==> src/core/fsp_pkg.sv <==
// Constants, types and helpers shared by the flash security/protection block
package fsp_pkg;
  localparam logic [15:0] FSP_OPT_ADDR  = 16'h1821;
  localparam logic [15:0] FSP_CFG_ADDR  = 16'h1823;
  localparam logic [15:0] FSP_PROT_ADDR = 16'h1824;
  localparam logic [15:0] FSP_STAT_ADDR = 16'h1825;
  localparam logic [15:0] FSP_CMD_ADDR  = 16'h1826;
  localparam logic [15:0] FSP_IST_ADDR  = 16'h1828;
  localparam logic [15:0] FSP_IMSK_ADDR = 16'h1829;
  localparam logic [15:0] FSP_KEY_LO    = 16'hFFB0;
  localparam logic [15:0] FSP_KEY_HI    = 16'hFFB7;
  localparam logic [15:0] FSP_FLASH_LO  = 16'h8000;
  localparam logic [7:0]  FSP_OPT_MASK  = 8'hC3;
  localparam logic [7:0]  FSP_PROT_MASK = 8'hFF;
  localparam logic [7:0]  FSP_CFG_MASK  = 8'h20;
  localparam logic [7:0]  FSP_STAT_RST  = 8'hC0;
  localparam int          FSP_BACKDOOR_EN_BIT = 7;
  localparam int          FSP_NORED_BIT = 6;
  localparam int          FSP_KEY_ACCESS_BIT = 5;
  localparam int          FSP_PDIS_BIT  = 0;
  localparam int          FSP_ST_CBEF   = 7;
  localparam int          FSP_ST_CCF    = 6;
  localparam int          FSP_ST_PVIOL  = 5;
  localparam int          FSP_ST_ACCERR = 4;
  localparam int          FSP_ST_BLANK  = 2;
  localparam logic [1:0]  FSP_UNSECURED_CODE = 2'b10;
  localparam logic [6:0]  FSP_CMD_BLANK = 7'h05;
  localparam logic [6:0]  FSP_CMD_PROG  = 7'h20;
  localparam logic [6:0]  FSP_CMD_BURST = 7'h25;
  localparam logic [6:0]  FSP_CMD_PAGE  = 7'h40;
  localparam logic [6:0]  FSP_CMD_MASS  = 7'h41;
  localparam int          FSP_IRQ_W     = 4;
  localparam int          FSP_IRQ_PVIOL = 0;
  localparam int          FSP_IRQ_ACC   = 1;
  localparam int          FSP_IRQ_DONE  = 2;
  localparam int          FSP_IRQ_OPEN  = 3;

  typedef struct packed {
    logic [15:0] addr;
    logic [7:0]  wdata;
    logic        wr;
    logic        rd;
    logic        dbg;
  } fsp_bus_req_s;

  typedef struct packed {
    logic        start;
    logic [6:0]  cmd;
    logic [15:0] addr;
    logic [7:0]  data;
  } fsp_flash_cmd_s;

  typedef enum logic [1:0] {
    FSP_IDLE = 2'b01,
    FSP_BUSY = 2'b10
  } fsp_cmd_state_e;

  function automatic logic fsp_in_key(input logic [15:0] a);
    return (a >= FSP_KEY_LO) && (a <= FSP_KEY_HI);
  endfunction : fsp_in_key
endpackage : fsp_pkg

==> src/core/fsp_top.sv <==
// Flash security, backdoor key and block protection control with its registers
//
// Design decision made here: strobed register access.
`timescale 1ns/1ps
module fsp_top
  import fsp_pkg::*;
(
  input  wire logic           clk_sys,
  input  wire logic           reset,
  input  wire fsp_bus_req_s   bus_req,
  output logic [7:0]          bus_rdata,
  input  wire logic [7:0]     stored_option_byte,
  input  wire logic [7:0]     stored_protection_byte,
  input  wire logic [63:0]    stored_backdoor_key,
  output fsp_flash_cmd_s      flash_cmd,
  input  wire logic           flash_done,
  input  wire logic           flash_blank,
  output logic                secured,
  output logic                dbg_mem_allow,
  output logic                vector_redirect_en,
  output logic                irq
);
  logic [7:0]           option_shadow_reg_r;
  logic [7:0]           flash_config_reg_r;
  logic [7:0]           protection_shadow_reg_r;
  logic [7:0]           flash_status_reg_r;
  logic [7:0]           flash_status_reg_nxt;
  logic [6:0]           cmd_code_r;
  logic [15:0]          lat_addr_r;
  logic [7:0]           lat_data_r;
  logic                 lat_valid_r;
  logic                 blank_run_r;
  logic [FSP_IRQ_W-1:0] irq_stat_r;
  logic [FSP_IRQ_W-1:0] irq_mask_r;
  logic [FSP_IRQ_W-1:0] irq_evt;
  fsp_cmd_state_e       state_r;
  fsp_flash_cmd_s       flash_cmd_r;
  logic [7:0]           rdata_r;
  logic                 key_match;
  logic                 prot_viol;

  // Decode
  wire wr         = bus_req.wr;
  wire usr_wr     = wr & ~bus_req.dbg;
  wire wr_opt     = wr & (bus_req.addr == FSP_OPT_ADDR);
  wire wr_cfg     = wr & (bus_req.addr == FSP_CFG_ADDR);
  wire wr_prot    = wr & (bus_req.addr == FSP_PROT_ADDR) & bus_req.dbg;
  wire wr_stat    = wr & (bus_req.addr == FSP_STAT_ADDR);
  wire wr_cmd     = wr & (bus_req.addr == FSP_CMD_ADDR);
  wire wr_ist     = wr & (bus_req.addr == FSP_IST_ADDR);
  wire wr_imsk    = wr & (bus_req.addr == FSP_IMSK_ADDR);
  wire key_acc    = flash_config_reg_r[FSP_KEY_ACCESS_BIT];
  wire backdoor_enable = option_shadow_reg_r[FSP_BACKDOOR_EN_BIT];
  wire in_key     = fsp_in_key(bus_req.addr);
  wire in_flash   = bus_req.addr >= FSP_FLASH_LO;
  // Key range is steered by the key access bit; debug writes never compare
  wire key_wr     = usr_wr & in_key & key_acc & backdoor_enable;
  wire arr_wr     = wr & in_flash & ~(in_key & key_acc);
  wire idle       = (state_r == FSP_IDLE);
  wire cbef       = flash_status_reg_r[FSP_ST_CBEF];
  wire launch     = wr_stat & bus_req.wdata[FSP_ST_CBEF] & cbef & idle;
  wire cmd_legal  = (cmd_code_r == FSP_CMD_BLANK) || (cmd_code_r == FSP_CMD_PROG) ||
                    (cmd_code_r == FSP_CMD_BURST) || (cmd_code_r == FSP_CMD_PAGE) ||
                    (cmd_code_r == FSP_CMD_MASS);
  wire acc_err    = launch & (~lat_valid_r | ~cmd_legal) | (arr_wr & lat_valid_r);
  wire pv_hit     = launch & lat_valid_r & cmd_legal & prot_viol;
  wire go         = launch & lat_valid_r & cmd_legal & ~prot_viol;
  wire blank_ok   = flash_done & blank_run_r & flash_blank;
  wire unlock     = key_match | blank_ok;

  fsp_key_cmp #(
    .KEY_BYTES (8)
  ) u_key (
    .clk_sys   (clk_sys),
    .reset     (reset),
    .key_wr    (key_wr),
    .key_idx   (bus_req.addr[2:0]),
    .key_data  (bus_req.wdata),
    .key_ref   (stored_backdoor_key),
    .key_match (key_match),
    .key_fail  ()
  );

  fsp_prot_chk u_prot (
    .prot_reg  (protection_shadow_reg_r),
    .cmd       (cmd_code_r),
    .addr      (lat_addr_r),
    .violation (prot_viol)
  );

  // Option shadow: loaded while reset is held, later changed only by unlock setting bits 1:0, ignores all bus writes to it
  always_ff @(posedge clk_sys) begin
    if (reset) begin
      option_shadow_reg_r <= stored_option_byte & FSP_OPT_MASK;
    end else if (unlock) begin
      option_shadow_reg_r[1:0] <= FSP_UNSECURED_CODE;
    end
  end

  always_ff @(posedge clk_sys) begin
    if (reset) begin
      protection_shadow_reg_r <= stored_protection_byte & FSP_PROT_MASK;
    end else if (wr_prot) begin
      protection_shadow_reg_r <= bus_req.wdata & FSP_PROT_MASK;
    end
  end

  always_ff @(posedge clk_sys) begin
    if (reset) begin
      flash_config_reg_r <= 8'h00;
    end else if (wr_cfg) begin
      flash_config_reg_r <= bus_req.wdata & FSP_CFG_MASK;
    end
  end

  // Status next value: hardware sets win over write-one clears
  always_comb begin
    flash_status_reg_nxt = flash_status_reg_r;
    if (wr_stat && bus_req.wdata[FSP_ST_PVIOL]) begin
      flash_status_reg_nxt[FSP_ST_PVIOL] = 1'b0;
    end
    if (wr_stat && bus_req.wdata[FSP_ST_ACCERR]) begin
      flash_status_reg_nxt[FSP_ST_ACCERR] = 1'b0;
    end
    if (pv_hit) begin
      flash_status_reg_nxt[FSP_ST_PVIOL] = 1'b1;
    end
    if (acc_err) begin
      flash_status_reg_nxt[FSP_ST_ACCERR] = 1'b1;
    end
    if (go) begin
      flash_status_reg_nxt[FSP_ST_CBEF]  = 1'b0;
      flash_status_reg_nxt[FSP_ST_CCF]   = 1'b0;
      flash_status_reg_nxt[FSP_ST_BLANK] = 1'b0;
    end
    if (flash_done && !idle) begin
      flash_status_reg_nxt[FSP_ST_CBEF]  = 1'b1;
      flash_status_reg_nxt[FSP_ST_CCF]   = 1'b1;
      flash_status_reg_nxt[FSP_ST_BLANK] = blank_ok;
    end
    flash_status_reg_nxt[3] = 1'b0;
    flash_status_reg_nxt[1] = 1'b0;
    flash_status_reg_nxt[0] = 1'b0;
  end

  always_ff @(posedge clk_sys) begin
    if (reset) begin
      flash_status_reg_r <= FSP_STAT_RST;
    end else begin
      flash_status_reg_r <= flash_status_reg_nxt;
    end
  end

  // Command capture: one array write latches address and data before launch
  always_ff @(posedge clk_sys) begin
    if (reset) begin
      cmd_code_r  <= 7'h00;
      lat_addr_r  <= 16'h0000;
      lat_data_r  <= 8'h00;
      lat_valid_r <= 1'b0;
    end else begin
      if (wr_cmd && idle) begin
        cmd_code_r <= bus_req.wdata[6:0];
      end
      if (arr_wr && !lat_valid_r && idle) begin
        lat_addr_r  <= bus_req.addr;
        lat_data_r  <= bus_req.wdata;
        lat_valid_r <= 1'b1;
      end else if (launch) begin
        lat_valid_r <= 1'b0;
      end
    end
  end

  always_ff @(posedge clk_sys) begin
    if (reset) begin
      state_r     <= FSP_IDLE;
      blank_run_r <= 1'b0;
    end else begin
      unique case (state_r)
        FSP_IDLE: begin
          if (go) begin
            state_r     <= FSP_BUSY;
            blank_run_r <= (cmd_code_r == FSP_CMD_BLANK);
          end
        end
        FSP_BUSY: begin
          if (flash_done) begin
            state_r     <= FSP_IDLE;
            blank_run_r <= 1'b0;
          end
        end
        default: begin
          state_r <= FSP_IDLE;
        end
      endcase
    end
  end

  always_ff @(posedge clk_sys) begin
    if (reset) begin
      flash_cmd_r <= '0;
    end else begin
      flash_cmd_r.start <= go;
      if (go) begin
        flash_cmd_r.cmd  <= cmd_code_r;
        flash_cmd_r.addr <= lat_addr_r;
        flash_cmd_r.data <= lat_data_r;
      end
    end
  end
  assign flash_cmd = flash_cmd_r;

  // Interrupt status
  always_comb begin
    irq_evt                = '0;
    irq_evt[FSP_IRQ_PVIOL] = pv_hit;
    irq_evt[FSP_IRQ_ACC]   = acc_err;
    irq_evt[FSP_IRQ_DONE]  = flash_done & ~idle;
    irq_evt[FSP_IRQ_OPEN]  = unlock;
  end

  always_ff @(posedge clk_sys) begin
    if (reset) begin
      irq_stat_r <= '0;
      irq_mask_r <= '0;
    end else begin
      irq_stat_r <= (irq_stat_r & ~({FSP_IRQ_W{wr_ist}} & bus_req.wdata[FSP_IRQ_W-1:0]))
                    | irq_evt;
      if (wr_imsk) begin
        irq_mask_r <= bus_req.wdata[FSP_IRQ_W-1:0];
      end
    end
  end
  assign irq = |(irq_stat_r & irq_mask_r);

  // Read port: data stand in the cycle after the strobe only
  logic [7:0] rd_mux;
  always_comb begin
    unique case (bus_req.addr)
      FSP_OPT_ADDR:  rd_mux = option_shadow_reg_r;
      FSP_CFG_ADDR:  rd_mux = flash_config_reg_r;
      FSP_PROT_ADDR: rd_mux = protection_shadow_reg_r;
      FSP_STAT_ADDR: rd_mux = flash_status_reg_r;
      FSP_IST_ADDR:  rd_mux = {4'h0, irq_stat_r};
      FSP_IMSK_ADDR: rd_mux = {4'h0, irq_mask_r};
      default:       rd_mux = 8'h00;
    endcase
  end

  always_ff @(posedge clk_sys) begin
    if (reset) begin
      rdata_r <= 8'h00;
    end else begin
      rdata_r <= bus_req.rd ? rd_mux : 8'h00;
    end
  end
  assign bus_rdata = rdata_r;

  assign secured            = option_shadow_reg_r[1:0] != FSP_UNSECURED_CODE;
  assign dbg_mem_allow      = ~secured;
  assign vector_redirect_en = ~option_shadow_reg_r[FSP_NORED_BIT];
endmodule : fsp_top

==> src/core/fsp_key_cmp.sv <==
// Backdoor key comparator: checks key bytes written in ascending order
`timescale 1ns/1ps
module fsp_key_cmp
  import fsp_pkg::*;
#(
  parameter int KEY_BYTES = 8
) (
  input  wire logic                   clk_sys,
  input  wire logic                   reset,
  input  wire logic                   key_wr,
  input  wire logic [2:0]             key_idx,
  input  wire logic [7:0]             key_data,
  input  wire logic [8*KEY_BYTES-1:0] key_ref,
  output logic                        key_match,
  output logic                        key_fail
);
  // Position index is three address bits wide, so only an 8-byte key fits
  if (KEY_BYTES != 8) begin : g_key_bytes_chk
    $error("fsp_key_cmp serves an 8-byte key only");
  end

  logic [2:0] exp_idx_r;
  logic       bad_r;
  wire        last    = (exp_idx_r == 3'(KEY_BYTES - 1));
  wire        byte_ok = (key_idx == exp_idx_r) && (key_data == key_ref[8*exp_idx_r +: 8]);
  wire        bad_nxt = bad_r | ~byte_ok;

  // A mismatch is remembered so the whole sequence fails, not only that byte
  always_ff @(posedge clk_sys) begin
    if (reset) begin
      exp_idx_r <= 3'h0;
      bad_r     <= 1'b0;
    end else if (key_wr) begin
      exp_idx_r <= last ? 3'h0 : exp_idx_r + 3'h1;
      bad_r     <= last ? 1'b0 : bad_nxt;
    end
  end

  assign key_match = key_wr & last & ~bad_nxt;
  assign key_fail  = key_wr & last & bad_nxt;
endmodule : fsp_key_cmp

==> src/core/fsp_prot_chk.sv <==
// Flash protection window check for program and erase commands
`timescale 1ns/1ps
module fsp_prot_chk
  import fsp_pkg::*;
(
  input  wire logic [7:0]  prot_reg,
  input  wire logic [6:0]  cmd,
  input  wire logic [15:0] addr,
  output logic             violation
);
  // Unprotected flash ends at the select field followed by all-ones page bits
  wire [15:0] unprot_end = {prot_reg[7:1], 9'h1FF};
  wire        prot_on    = ~prot_reg[FSP_PDIS_BIT];
  wire        is_change  = (cmd == FSP_CMD_PROG) || (cmd == FSP_CMD_BURST) ||
                           (cmd == FSP_CMD_PAGE);
  // Mass erase would wipe the protected block too, so any protection refuses it
  assign violation = prot_on &&
                     ((is_change && (addr > unprot_end)) || (cmd == FSP_CMD_MASS));
endmodule : fsp_prot_chk

==> config.mk <==
export PLATFORM = sky130hd
export DESIGN_NAME = fsp_top
export DESIGN_NICKNAME = d
export VERILOG_FILES = /design/src/core/fsp_pkg.sv /design/src/core/fsp_top.sv /design/src/core/fsp_key_cmp.sv /design/src/core/fsp_prot_chk.sv
export SDC_FILE = /design/constraint.sdc
export NUM_CORES = 1
export LEC_CHECK = 0
export BUFFER_PORTS_ARGS = -buffer_cell sky130_fd_sc_hd__buf_2
export CORE_ASPECT_RATIO = 1.2
export CORE_UTILIZATION = 57
export DETAILED_ROUTE_END_ITERATION = 7
export HOLD_SLACK_MARGIN = 0.02
export PLACE_DENSITY_LB_ADDON = 0.2
export SLEW_MARGIN = 20
export SYNTH_ARGS = -nofsm -noshare
export SYNTH_HDL_FRONTEND = slang
export SYNTH_HIERARCHICAL = 1
export SYNTH_SLANG_ARGS = --single-unit
export TNS_END_PERCENT = 100
==> constraint.sdc <==
create_clock -name clk_sys -period 4.65 [get_ports clk_sys]
set_input_delay 0.6975 -clock clk_sys [delete_from_list [all_inputs] [get_ports clk_sys]]
set_output_delay 0.6975 -clock clk_sys [all_outputs]
set_load 0.01 [all_outputs]
==> results of run 1 <==
tightest hold or removal path: cells and delay by family (launching register included):
| kind | cells | cell delay (ns) |
|---|---|---|
| DFF | 1 | 0.31 |
| muxes | 1 | 0.06 |
| and+or+nand+nor | 1 | 0.06 |
sequential cells by signal (all words and copies together), names as in the netlist, 2 cells and up:
| signal | count |
|---|---|
| lat_addr_r | 16 |
| protection_shadow_reg_r | 8 |
| option_shadow_reg_r | 4 |
| state_r | 2 |
| flash_cmd | 32 |
| flash_status_reg_r | 4 |
| bus_rdata | 8 |
| irq_stat_r | 4 |
| u_key/exp_idx_r | 3 |
| lat_data_r | 8 |
| cmd_code_r | 7 |
| irq_mask_r | 4 |
routing by layer:
metal	up-vias	wire [um]	GRT usage, %
li1	2358	-	-
met1	2317	5840	33.9
met2	224	7440	53.8
met3	34	912	4.80
met4	0	529	15.3
met5	-	0	0
cell type report:
type | instances | area, sq um
Clock buffer | 9 | 225
Clock inverter | 7 | 52.6
Fill cell | 763 | 2900
Inverter | 17 | 63.8
Multi-Input combinational cell | 415 | 3060
Sequential cell | 104 | 2200
Tap cell | 123 | 154
Timing Repair Buffer | 158 | 811
power groups by stage:
stage	sequential, mW	combinational, mW	clock, mW
finish	0.946	0.190	0.716
global route	0.947	0.206	0.766
CTS	0.945	0.189	0.724
detailed placement	0.966	0.188	0
global placement	0.965	0.183	0
floorplan	0.958	0.105	0
worst min-delay path by stage:
stage	slack [ns]	depth (start not counted)	endpoint	from
2_1_floorplan	0.44	2	flash_status_reg_r[2]	flash_status_reg_r[2]
3_3_place_gp	0.45	2	flash_cmd[24]	flash_cmd[24]
3_5_place_dp	0.46	2	flash_cmd[23]	flash_cmd[23]
4_1_cts	0.47	2	flash_cmd[23]	flash_cmd[23]
5_1_grt	0.49	2	flash_cmd[24]	flash_cmd[24]
6_report	0.47	2	flash_cmd[20]	flash_cmd[20]
metrics by stage:
stage	area, sq um	total power, mW	hold WS, ns	cells	utilization (%)
finish	6570	1.85	0.473	833	69.4
global route	6570	1.92	0.490	833	69.4
global placement	6290	1.15	0.454	817	66.5
detailed placement	6290	1.15	0.462	817	66.5
CTS	6570	1.86	0.472	833	69.4
floorplan	5540	1.06	0.435	575	-
==> results.py, run 1 <==
metrics = {
    "clock_tree": {
        "post_cts_buffers": 0,
        "clock_latency_ns": 0.36,
        "cts_tree": "built",
        "postCtsHoldBufs": 0,
        "clk_pin_slew_ns": 0.08,
        "clock_path_buffers": 2,
        "cts_buffers": 9,
        "cts_resized": 0,
        "cts_sinks": 104,
        "cts_htree_levels": 3,
        "cts_root_buffer": "clkbuf_16",
    },
    "worst_setup_path": {
        "critical_path.most_common_cell": "inv_1",
        "path_depth": 10,
        "cp_top_family": "simple AND/OR/NAND/NOR gates",
        "critPathLaunchType": "flip-flop",
        "cp_slowest_cell": "or4_1",
        "r2r-end": "flash_status_reg_r[6]",
        "r2r_start": "protection_shadow_reg_r[5]",
        "cp_data_required_time_ns": 4.90,
        "worstPathCellList": "inv_1 -> ha_1 -> nand4_1 -> or4_1 -> o221ai_1 -> a21oi_2 -> inv_1 -> and3_1 -> nand3_1 -> a221o_1",
        "end_kind": "flip-flop",
        "reg2regPathDepth": 10,
        "crit_start": "protection_shadow_reg_r[5]",
        "crit_buf_inv": 2,
        "critical_path.endpoint": "flash_status_reg_r[6]",
        "ff2ff_setup_slack_ns": 1.51,
        "crit_type": "reg2reg",
        "cp_max_fo": 10,
        "crit_path_max_incr_delay_ns": 0.59,
        "crit_arrival_ns": 3.39,
    },
    "power_and_ir_drop": {
        "switchingPower_uw": 466,
        "seqPwrFrac_pct": 51.1,
        "vdd_drop_max_uv": 188,
        "power.share.switching_pct": 25.2,
        "p_int_mw": 1.39,
        "powerDensity_nw_per_um2": 282,
        "p_leak_nw": 2.75,
        "p_comb_share_pct": 10.3,
        "clockPowerShare_pct": 38.7,
    },
    "timing": {
        "slew_headroom_pct": 31.5,
        "fin_skew_ns": 0.0133,
        "setup_slack_ns": 1.51,
        "rsz0062_at_grt": "false",
        "timing.fmax_mhz": 319,
        "post-route-period-util_pct": 67.5,
        "fin_crit_ns": 3.14,
        "maxSlewViolCount": 0,
        "tns_ns": 0,
        "setup_violations": 0,
        "finalHoldViolCount": 0,
        "worstMarginPinSlew_ns": 1.02,
    },
    "min_path": {
        "hold_class": "reg2reg",
    },
    "placed_design": {
        "post-dp-hpwl_um": 11100,
        "preCtsSetupSlack_ns": 1.20,
        "place.gp.congestion": 0.960,
        "io_buffers": 150,
    },
    "floorplanning": {
        "die_w_um": 92.0,
        "initial_utilization_pct": 58.6,
        "die_h_um": 110,
        "rows": 39,
        "core_sq_um": 9470,
        "io_pins": 155,
        "die_area_sq_um": 10100,
    },
    "synth": {
        "synth_fp_nets": 695,
        "ys_warn_count": 6,
        "synthCells": 575,
        "synth_area_sq_um": 5540,
        "syn_area_per_cell_sq_um": 9.64,
    },
    "grt": {
        "grt_pass1_wl_um": 22800,
        "grt_max_degree": 73,
        "grt_pass1_vias": 4660,
        "antenna_found_initial": 0,
        "grt_overflow": 0,
        "grtUsageTotal_pct": 29.7,
    },
    "layout": {
        "layout_commonest_cell": "buf_2",
        "syn_to_final_growth_pct": 18.5,
        "antenna-diode-count": 0,
        "drive_gt1_share_pct": 28.6,
        "layout_common_cells": "buf_2, dfxtp_1, nand2b_1",
        "fin_nets": 825,
    },
    "detailed_routing": {
        "drt-total-wl_um": 14700,
        "drc_errors": 0,
        "wl_per_cell_um": 17.7,
        "via_per_inst": 5.92,
        "num_vias": 4933,
        "drtIter0Drc": 239,
        "drtAntennaViolNets": 0,
        "dr.pass1.iters": 8,
    },
    "flow_run": {
        "drv_cap": 0,
    },
    "run_status": {
        "status": "finished clean",
    },
}
No activity file was read; power rests on OpenSTA's default activity.
==> run 2, diff against run 1 <==
- CORE_UTILIZATION: 57 -> 53
- clock period: 4.65 -> 3.3 ns (I/O delays scaled with it)
==> run 2 against run 1 <==
Setup slack worse by 1.1 ns. Clock-buffer cell count increased by 3. Design area is 1.4% higher. Clock skew fell by 0.0047 ns. Non-clock buffer count grew 6. Fmax is 8.2% higher. Core utilization is 3.5 points lower. Register-to-register slack worse by 1.1 ns. Clock power rose by 58%. Total power rose by 48%. Hold slack lost 0.16 ns. Highest routed layer unchanged.
==> results.py, run 2 (synthesized netlist as in run 1, its figures left out) <==
metrics = {
    "run_status": {
        "status": "finished clean",
    },
    "floorplanning": {
        "initial_utilization_pct": 54.8,
        "die_w_um": 95.4,
        "die_h_um": 114,
        "die_area_sq_um": 10900,
        "rows": 40,
        "io_pins": 155,
        "core_sq_um": 10100,
    },
    "worst_setup_path": {
        "cp_data_required_time_ns": 3.58,
        "crit_path_max_incr_delay_ns": 0.61,
        "crit_buf_inv": 3,
        "cp_max_fo": 19,
        "cp_top_family": "simple AND/OR/NAND/NOR gates",
        "critPathLaunchType": "flip-flop",
        "crit_arrival_ns": 3.18,
        "worstPathCellList": "inv_1 -> ha_1 -> nand4_1 -> or4_1 -> o221ai_1 -> a21oi_2 -> inv_1 -> nand3_1 -> nor3_4 -> buf_4 -> mux2i_1",
        "critical_path.most_common_cell": "inv_1",
        "end_kind": "flip-flop",
        "cp_slowest_cell": "or4_1",
        "crit_type": "reg2reg",
    },
    "layout": {
        "fin_area_sq_um": 6660,
        "stdcell_count": 842,
        "drive_gt1_share_pct": 28.9,
        "fin_nets": 831,
        "utilization_pct": 65.9,
        "syn_to_final_growth_pct": 20.1,
        "layout_commonest_cell": "buf_2",
        "multi_input_area_sq_um": 3060,
        "largest_reg_flops": 32,
        "fill_cells": 867,
        "antenna-diode-count": 0,
        "layout.area.seq_sq_um": 2200,
        "layout_common_cells": "buf_2, dfxtp_1, nand2b_1",
    },
    "clock_tree": {
        "postCtsHoldBufs": 0,
        "cts_resized": 0,
        "clock_path_buffers": 2,
        "post_cts_buffers": 0,
        "cts_sinks": 104,
        "cts_htree_levels": 3,
        "cts_buffers": 9,
        "cts_tree": "built",
        "cts_root_buffer": "clkbuf_16",
        "clock_latency_ns": 0.35,
        "clk_pin_slew_ns": 0.07,
    },
    "flow_run": {
        "drv_cap": 0,
    },
    "timing": {
        "post-route-period-util_pct": 87.9,
        "worstMarginPinSlew_ns": 0.978,
        "rsz0062_at_grt": "false",
        "setup_slack_ns": 0.400,
        "finalHoldViolCount": 0,
        "holdWs_ns": 0.315,
        "maxSlewViolCount": 0,
        "slew_headroom_pct": 34.8,
        "fin_skew_ns": 0.00860,
        "timing.fmax_mhz": 345,
        "fin_crit_ns": 2.90,
        "setup_violations": 0,
        "tns_ns": 0,
    },
    "placed_design": {
        "place.gp.congestion": 0.893,
        "preCtsSetupSlack_ns": 0.336,
        "place_area_sq_um": 6340,
        "io_buffers": 150,
        "dp_cells": 826,
        "post-dp-hpwl_um": 11000,
    },
    "power_and_ir_drop": {
        "vdd_drop_max_uv": 271,
        "switchingPower_uw": 642,
        "seqPwrFrac_pct": 48.7,
        "clockPowerShare_pct": 41.4,
        "p_int_mw": 2.09,
        "p_comb_share_pct": 9.9,
        "p_leak_nw": 2.80,
        "power.share.switching_pct": 23.5,
        "power.total_mw": 2.74,
        "powerDensity_nw_per_um2": 411,
    },
    "grt": {
        "grt_overflow": 0,
        "grtUsageTotal_pct": 28.0,
        "grt_max_degree": 71,
        "grt_pass1_wl_um": 23000,
        "antenna_found_initial": 0,
        "grt_pass1_vias": 4766,
    },
    "detailed_routing": {
        "drc_errors": 0,
        "via_per_inst": 5.88,
        "drtAntennaViolNets": 0,
        "drt-total-wl_um": 14900,
        "drtIter0Drc": 256,
        "dr.pass1.iters": 5,
        "wl_per_cell_um": 17.7,
        "num_vias": 4954,
    },
    "min_path": {
        "hold_class": "in2reg",
    },
}
run 2: area by class of cell:
class | instances | share of cell area [%]
multi-input cells | 415 | 46.0
flip-flops and latches | 104 | 33.1
repair buffers | 164 | 12.9
clock buffers | 12 | 4.02
well taps | 126 | 2.37
inverters | 17 | 0.958
clock inverters | 4 | 0.733
run 2: metal layers:
layer	vias to the layer above	track usage (%)	routed length, um	part of all wire [%]
met4	0	11.1	399	2.7
met3	33	4.47	975	6.5
met1	2316	32.7	6030	40
li1	2373	-	-	-
met2	232	50.3	7500	50
met5	-	0	0	0
run 2: power groups by stage:
stage,Clock (mW),Sequential (mW),Combinational (mW)
3_3_place_gp,0,1.36,0.261
5_1_grt,1.20,1.33,0.292
6_report,1.13,1.33,0.271
2_1_floorplan,0,1.35,0.148
4_1_cts,1.14,1.33,0.271
3_5_place_dp,0,1.36,0.268
run 2: worst paths after layout:
kind                         startpoint                     end  slack [ns]  cells past startpoint
max          protection_shadow_reg_r[5]            flash_cmd[9]        0.40                     11
min               stored_option_byte[7]  option_shadow_reg_r[7]        0.31                      1
max reg2reg  protection_shadow_reg_r[5]            flash_cmd[9]        0.40                     11
min reg2reg               flash_cmd[13]           flash_cmd[13]        0.47                      2
==> run 3, diff against run 2 <==
- REMOVE_ABC_BUFFERS: unset -> 1
==> run 3 against run 2 <==
Sequential share of layout area is 0.12 points lower. Core utilization is 0.25 points higher. First-iteration DRC count is 5.9% lower. Total power is 0.13% lower. Via count hardly changed. Clock skew is 0.0028 ns higher. Sequential power hardly changed. Global-route usage is 0.27 points lower. Register-to-register slack better by 0.07 ns. Non-clock buffer count is 2 higher. Highest routed layer unchanged.
==> results.py, run 3 (synthesized netlist as in run 1, its figures left out) <==
metrics = {
    "run_status": {
        "status": "finished clean",
    },
    "power_and_ir_drop": {
        "powerDensity_nw_per_um2": 409,
        "seqPwrFrac_pct": 48.7,
        "power.share.switching_pct": 23.9,
        "p_leak_nw": 2.80,
        "switchingPower_uw": 653,
        "clockPowerShare_pct": 41.3,
        "p_int_mw": 2.08,
        "p_comb_share_pct": 10.0,
        "power.total_mw": 2.73,
        "vdd_drop_max_uv": 223,
    },
    "timing": {
        "setup_slack_ns": 0.468,
        "post-route-period-util_pct": 85.8,
        "slew_headroom_pct": 33.6,
        "timing.fmax_mhz": 353,
        "fin_crit_ns": 2.83,
        "fin_skew_ns": 0.0114,
        "finalHoldViolCount": 0,
        "setup_violations": 0,
        "worstMarginPinSlew_ns": 0.996,
        "maxSlewViolCount": 0,
        "rsz0062_at_grt": "false",
    },
    "detailed_routing": {
        "drt-total-wl_um": 14500,
        "via_per_inst": 5.87,
        "drc_errors": 0,
        "drtAntennaViolNets": 0,
        "drtIter0Drc": 241,
        "dr.pass1.iters": 5,
        "wl_per_cell_um": 17.2,
        "num_vias": 4953,
    },
    "layout": {
        "stdcell_count": 844,
        "drive_gt1_share_pct": 29.1,
        "antenna-diode-count": 0,
        "fill_cells": 832,
        "syn_to_final_growth_pct": 20.6,
        "layout_common_cells": "buf_2, dfxtp_1, nand2b_1",
        "layout_commonest_cell": "buf_2",
        "utilization_pct": 66.1,
        "largest_reg_flops": 32,
        "fin_nets": 833,
    },
    "floorplanning": {
        "initial_utilization_pct": 54.8,
        "die_area_sq_um": 10900,
        "io_pins": 155,
        "die_w_um": 95.4,
        "rows": 40,
        "core_sq_um": 10100,
        "die_h_um": 114,
    },
    "worst_setup_path": {
        "critical_path.most_common_cell": "inv_1",
        "cp_data_required_time_ns": 3.55,
        "cp_slowest_cell": "or4_1",
        "crit_type": "reg2reg",
        "crit_path_max_incr_delay_ns": 0.58,
        "end_kind": "flip-flop",
        "worstPathCellList": "inv_1 -> ha_1 -> nand4_1 -> or4_1 -> o221ai_1 -> a21oi_2 -> inv_1 -> and3_1 -> nand3_1 -> buf_4 -> a221o_1",
        "cp_max_fo": 10,
        "crit_arrival_ns": 3.08,
        "critPathLaunchType": "flip-flop",
    },
    "clock_tree": {
        "clk_pin_slew_ns": 0.07,
        "post_cts_buffers": 0,
        "cts_tree": "built",
        "clock_path_buffers": 2,
        "clock_latency_ns": 0.36,
        "cts_htree_levels": 3,
        "cts_buffers": 9,
        "cts_sinks": 104,
        "postCtsHoldBufs": 0,
        "cts_root_buffer": "clkbuf_16",
        "cts_resized": 0,
    },
    "placed_design": {
        "io_buffers": 150,
        "dp_cells": 828,
        "post-dp-hpwl_um": 10600,
        "place.gp.congestion": 0.900,
        "preCtsSetupSlack_ns": 0.468,
    },
    "grt": {
        "grt_pass1_wl_um": 23000,
        "antenna_found_initial": 0,
        "grt_pass1_vias": 4813,
        "grt_max_degree": 58,
        "grtUsageTotal_pct": 27.8,
        "grt_overflow": 0,
    },
    "flow_run": {
        "drv_cap": 0,
    },
    "min_path": {
        "hold_class": "in2reg",
    },
}
run 3: worst max-delay path, delay by kind of cell, from the launching register on:
kind,cells,cell delay [ns]
fa+ha+maj,1,0.32
flops,1,0.37
buf+inv,3,0.38
simple gates,4,1.14
compound gates,3,0.52
run 3: path summary, 6_finish.rpt:
kind                              startpoint                     end  slack, ns  cells past startpoint
hold reg to reg                flash_cmd[24]           flash_cmd[24]       0.47                      2
setup reg to reg  protection_shadow_reg_r[7]   flash_status_reg_r[6]       0.47                     11
hold / removal         stored_option_byte[6]  option_shadow_reg_r[6]       0.31                      1
setup / recovery  protection_shadow_reg_r[7]   flash_status_reg_r[6]       0.47                     11
run 3: area by class of cell:
class                   instances  area, sq um  area share (%)
clock buffers                  11          254            3.80
clock inverters                 5         62.6           0.936
inverters                      17         63.8           0.955
multi-input cells             415         3060            45.8
flip-flops and latches        104         2200            32.9
well taps                     126          158            2.36
repair buffers                166          883            13.2
run 3: stage by stage:
step	cell area [sq um]	setup TNS, ns	hold slack [ns]
floorplan	5320	-7.32	0.435
global placement	6370	0	0.455
detailed placement	6370	0	0.461
CTS	6690	0	0.303
global route	6690	0	0.302
finish	6690	0	0.309
run 3: power groups by stage:
stage / Combinational, mW / Sequential, mW / Clock, mW
2_1_floorplan: 0.126 / 1.35 / 0
3_3_place_gp: 0.260 / 1.36 / 0
3_5_place_dp: 0.270 / 1.36 / 0
4_1_cts: 0.272 / 1.33 / 1.14
5_1_grt: 0.298 / 1.33 / 1.18
6_report: 0.272 / 1.33 / 1.13
run 3: layer usage:
layer  share of wire (%)  track usage [%]  up-vias
li1                    -                -     2389
met1                  41             32.7     2333
met2                  50             48.4      203
met3                 6.4             5.60       28
met4                 2.8             11.6        0
met5                   0                0        -
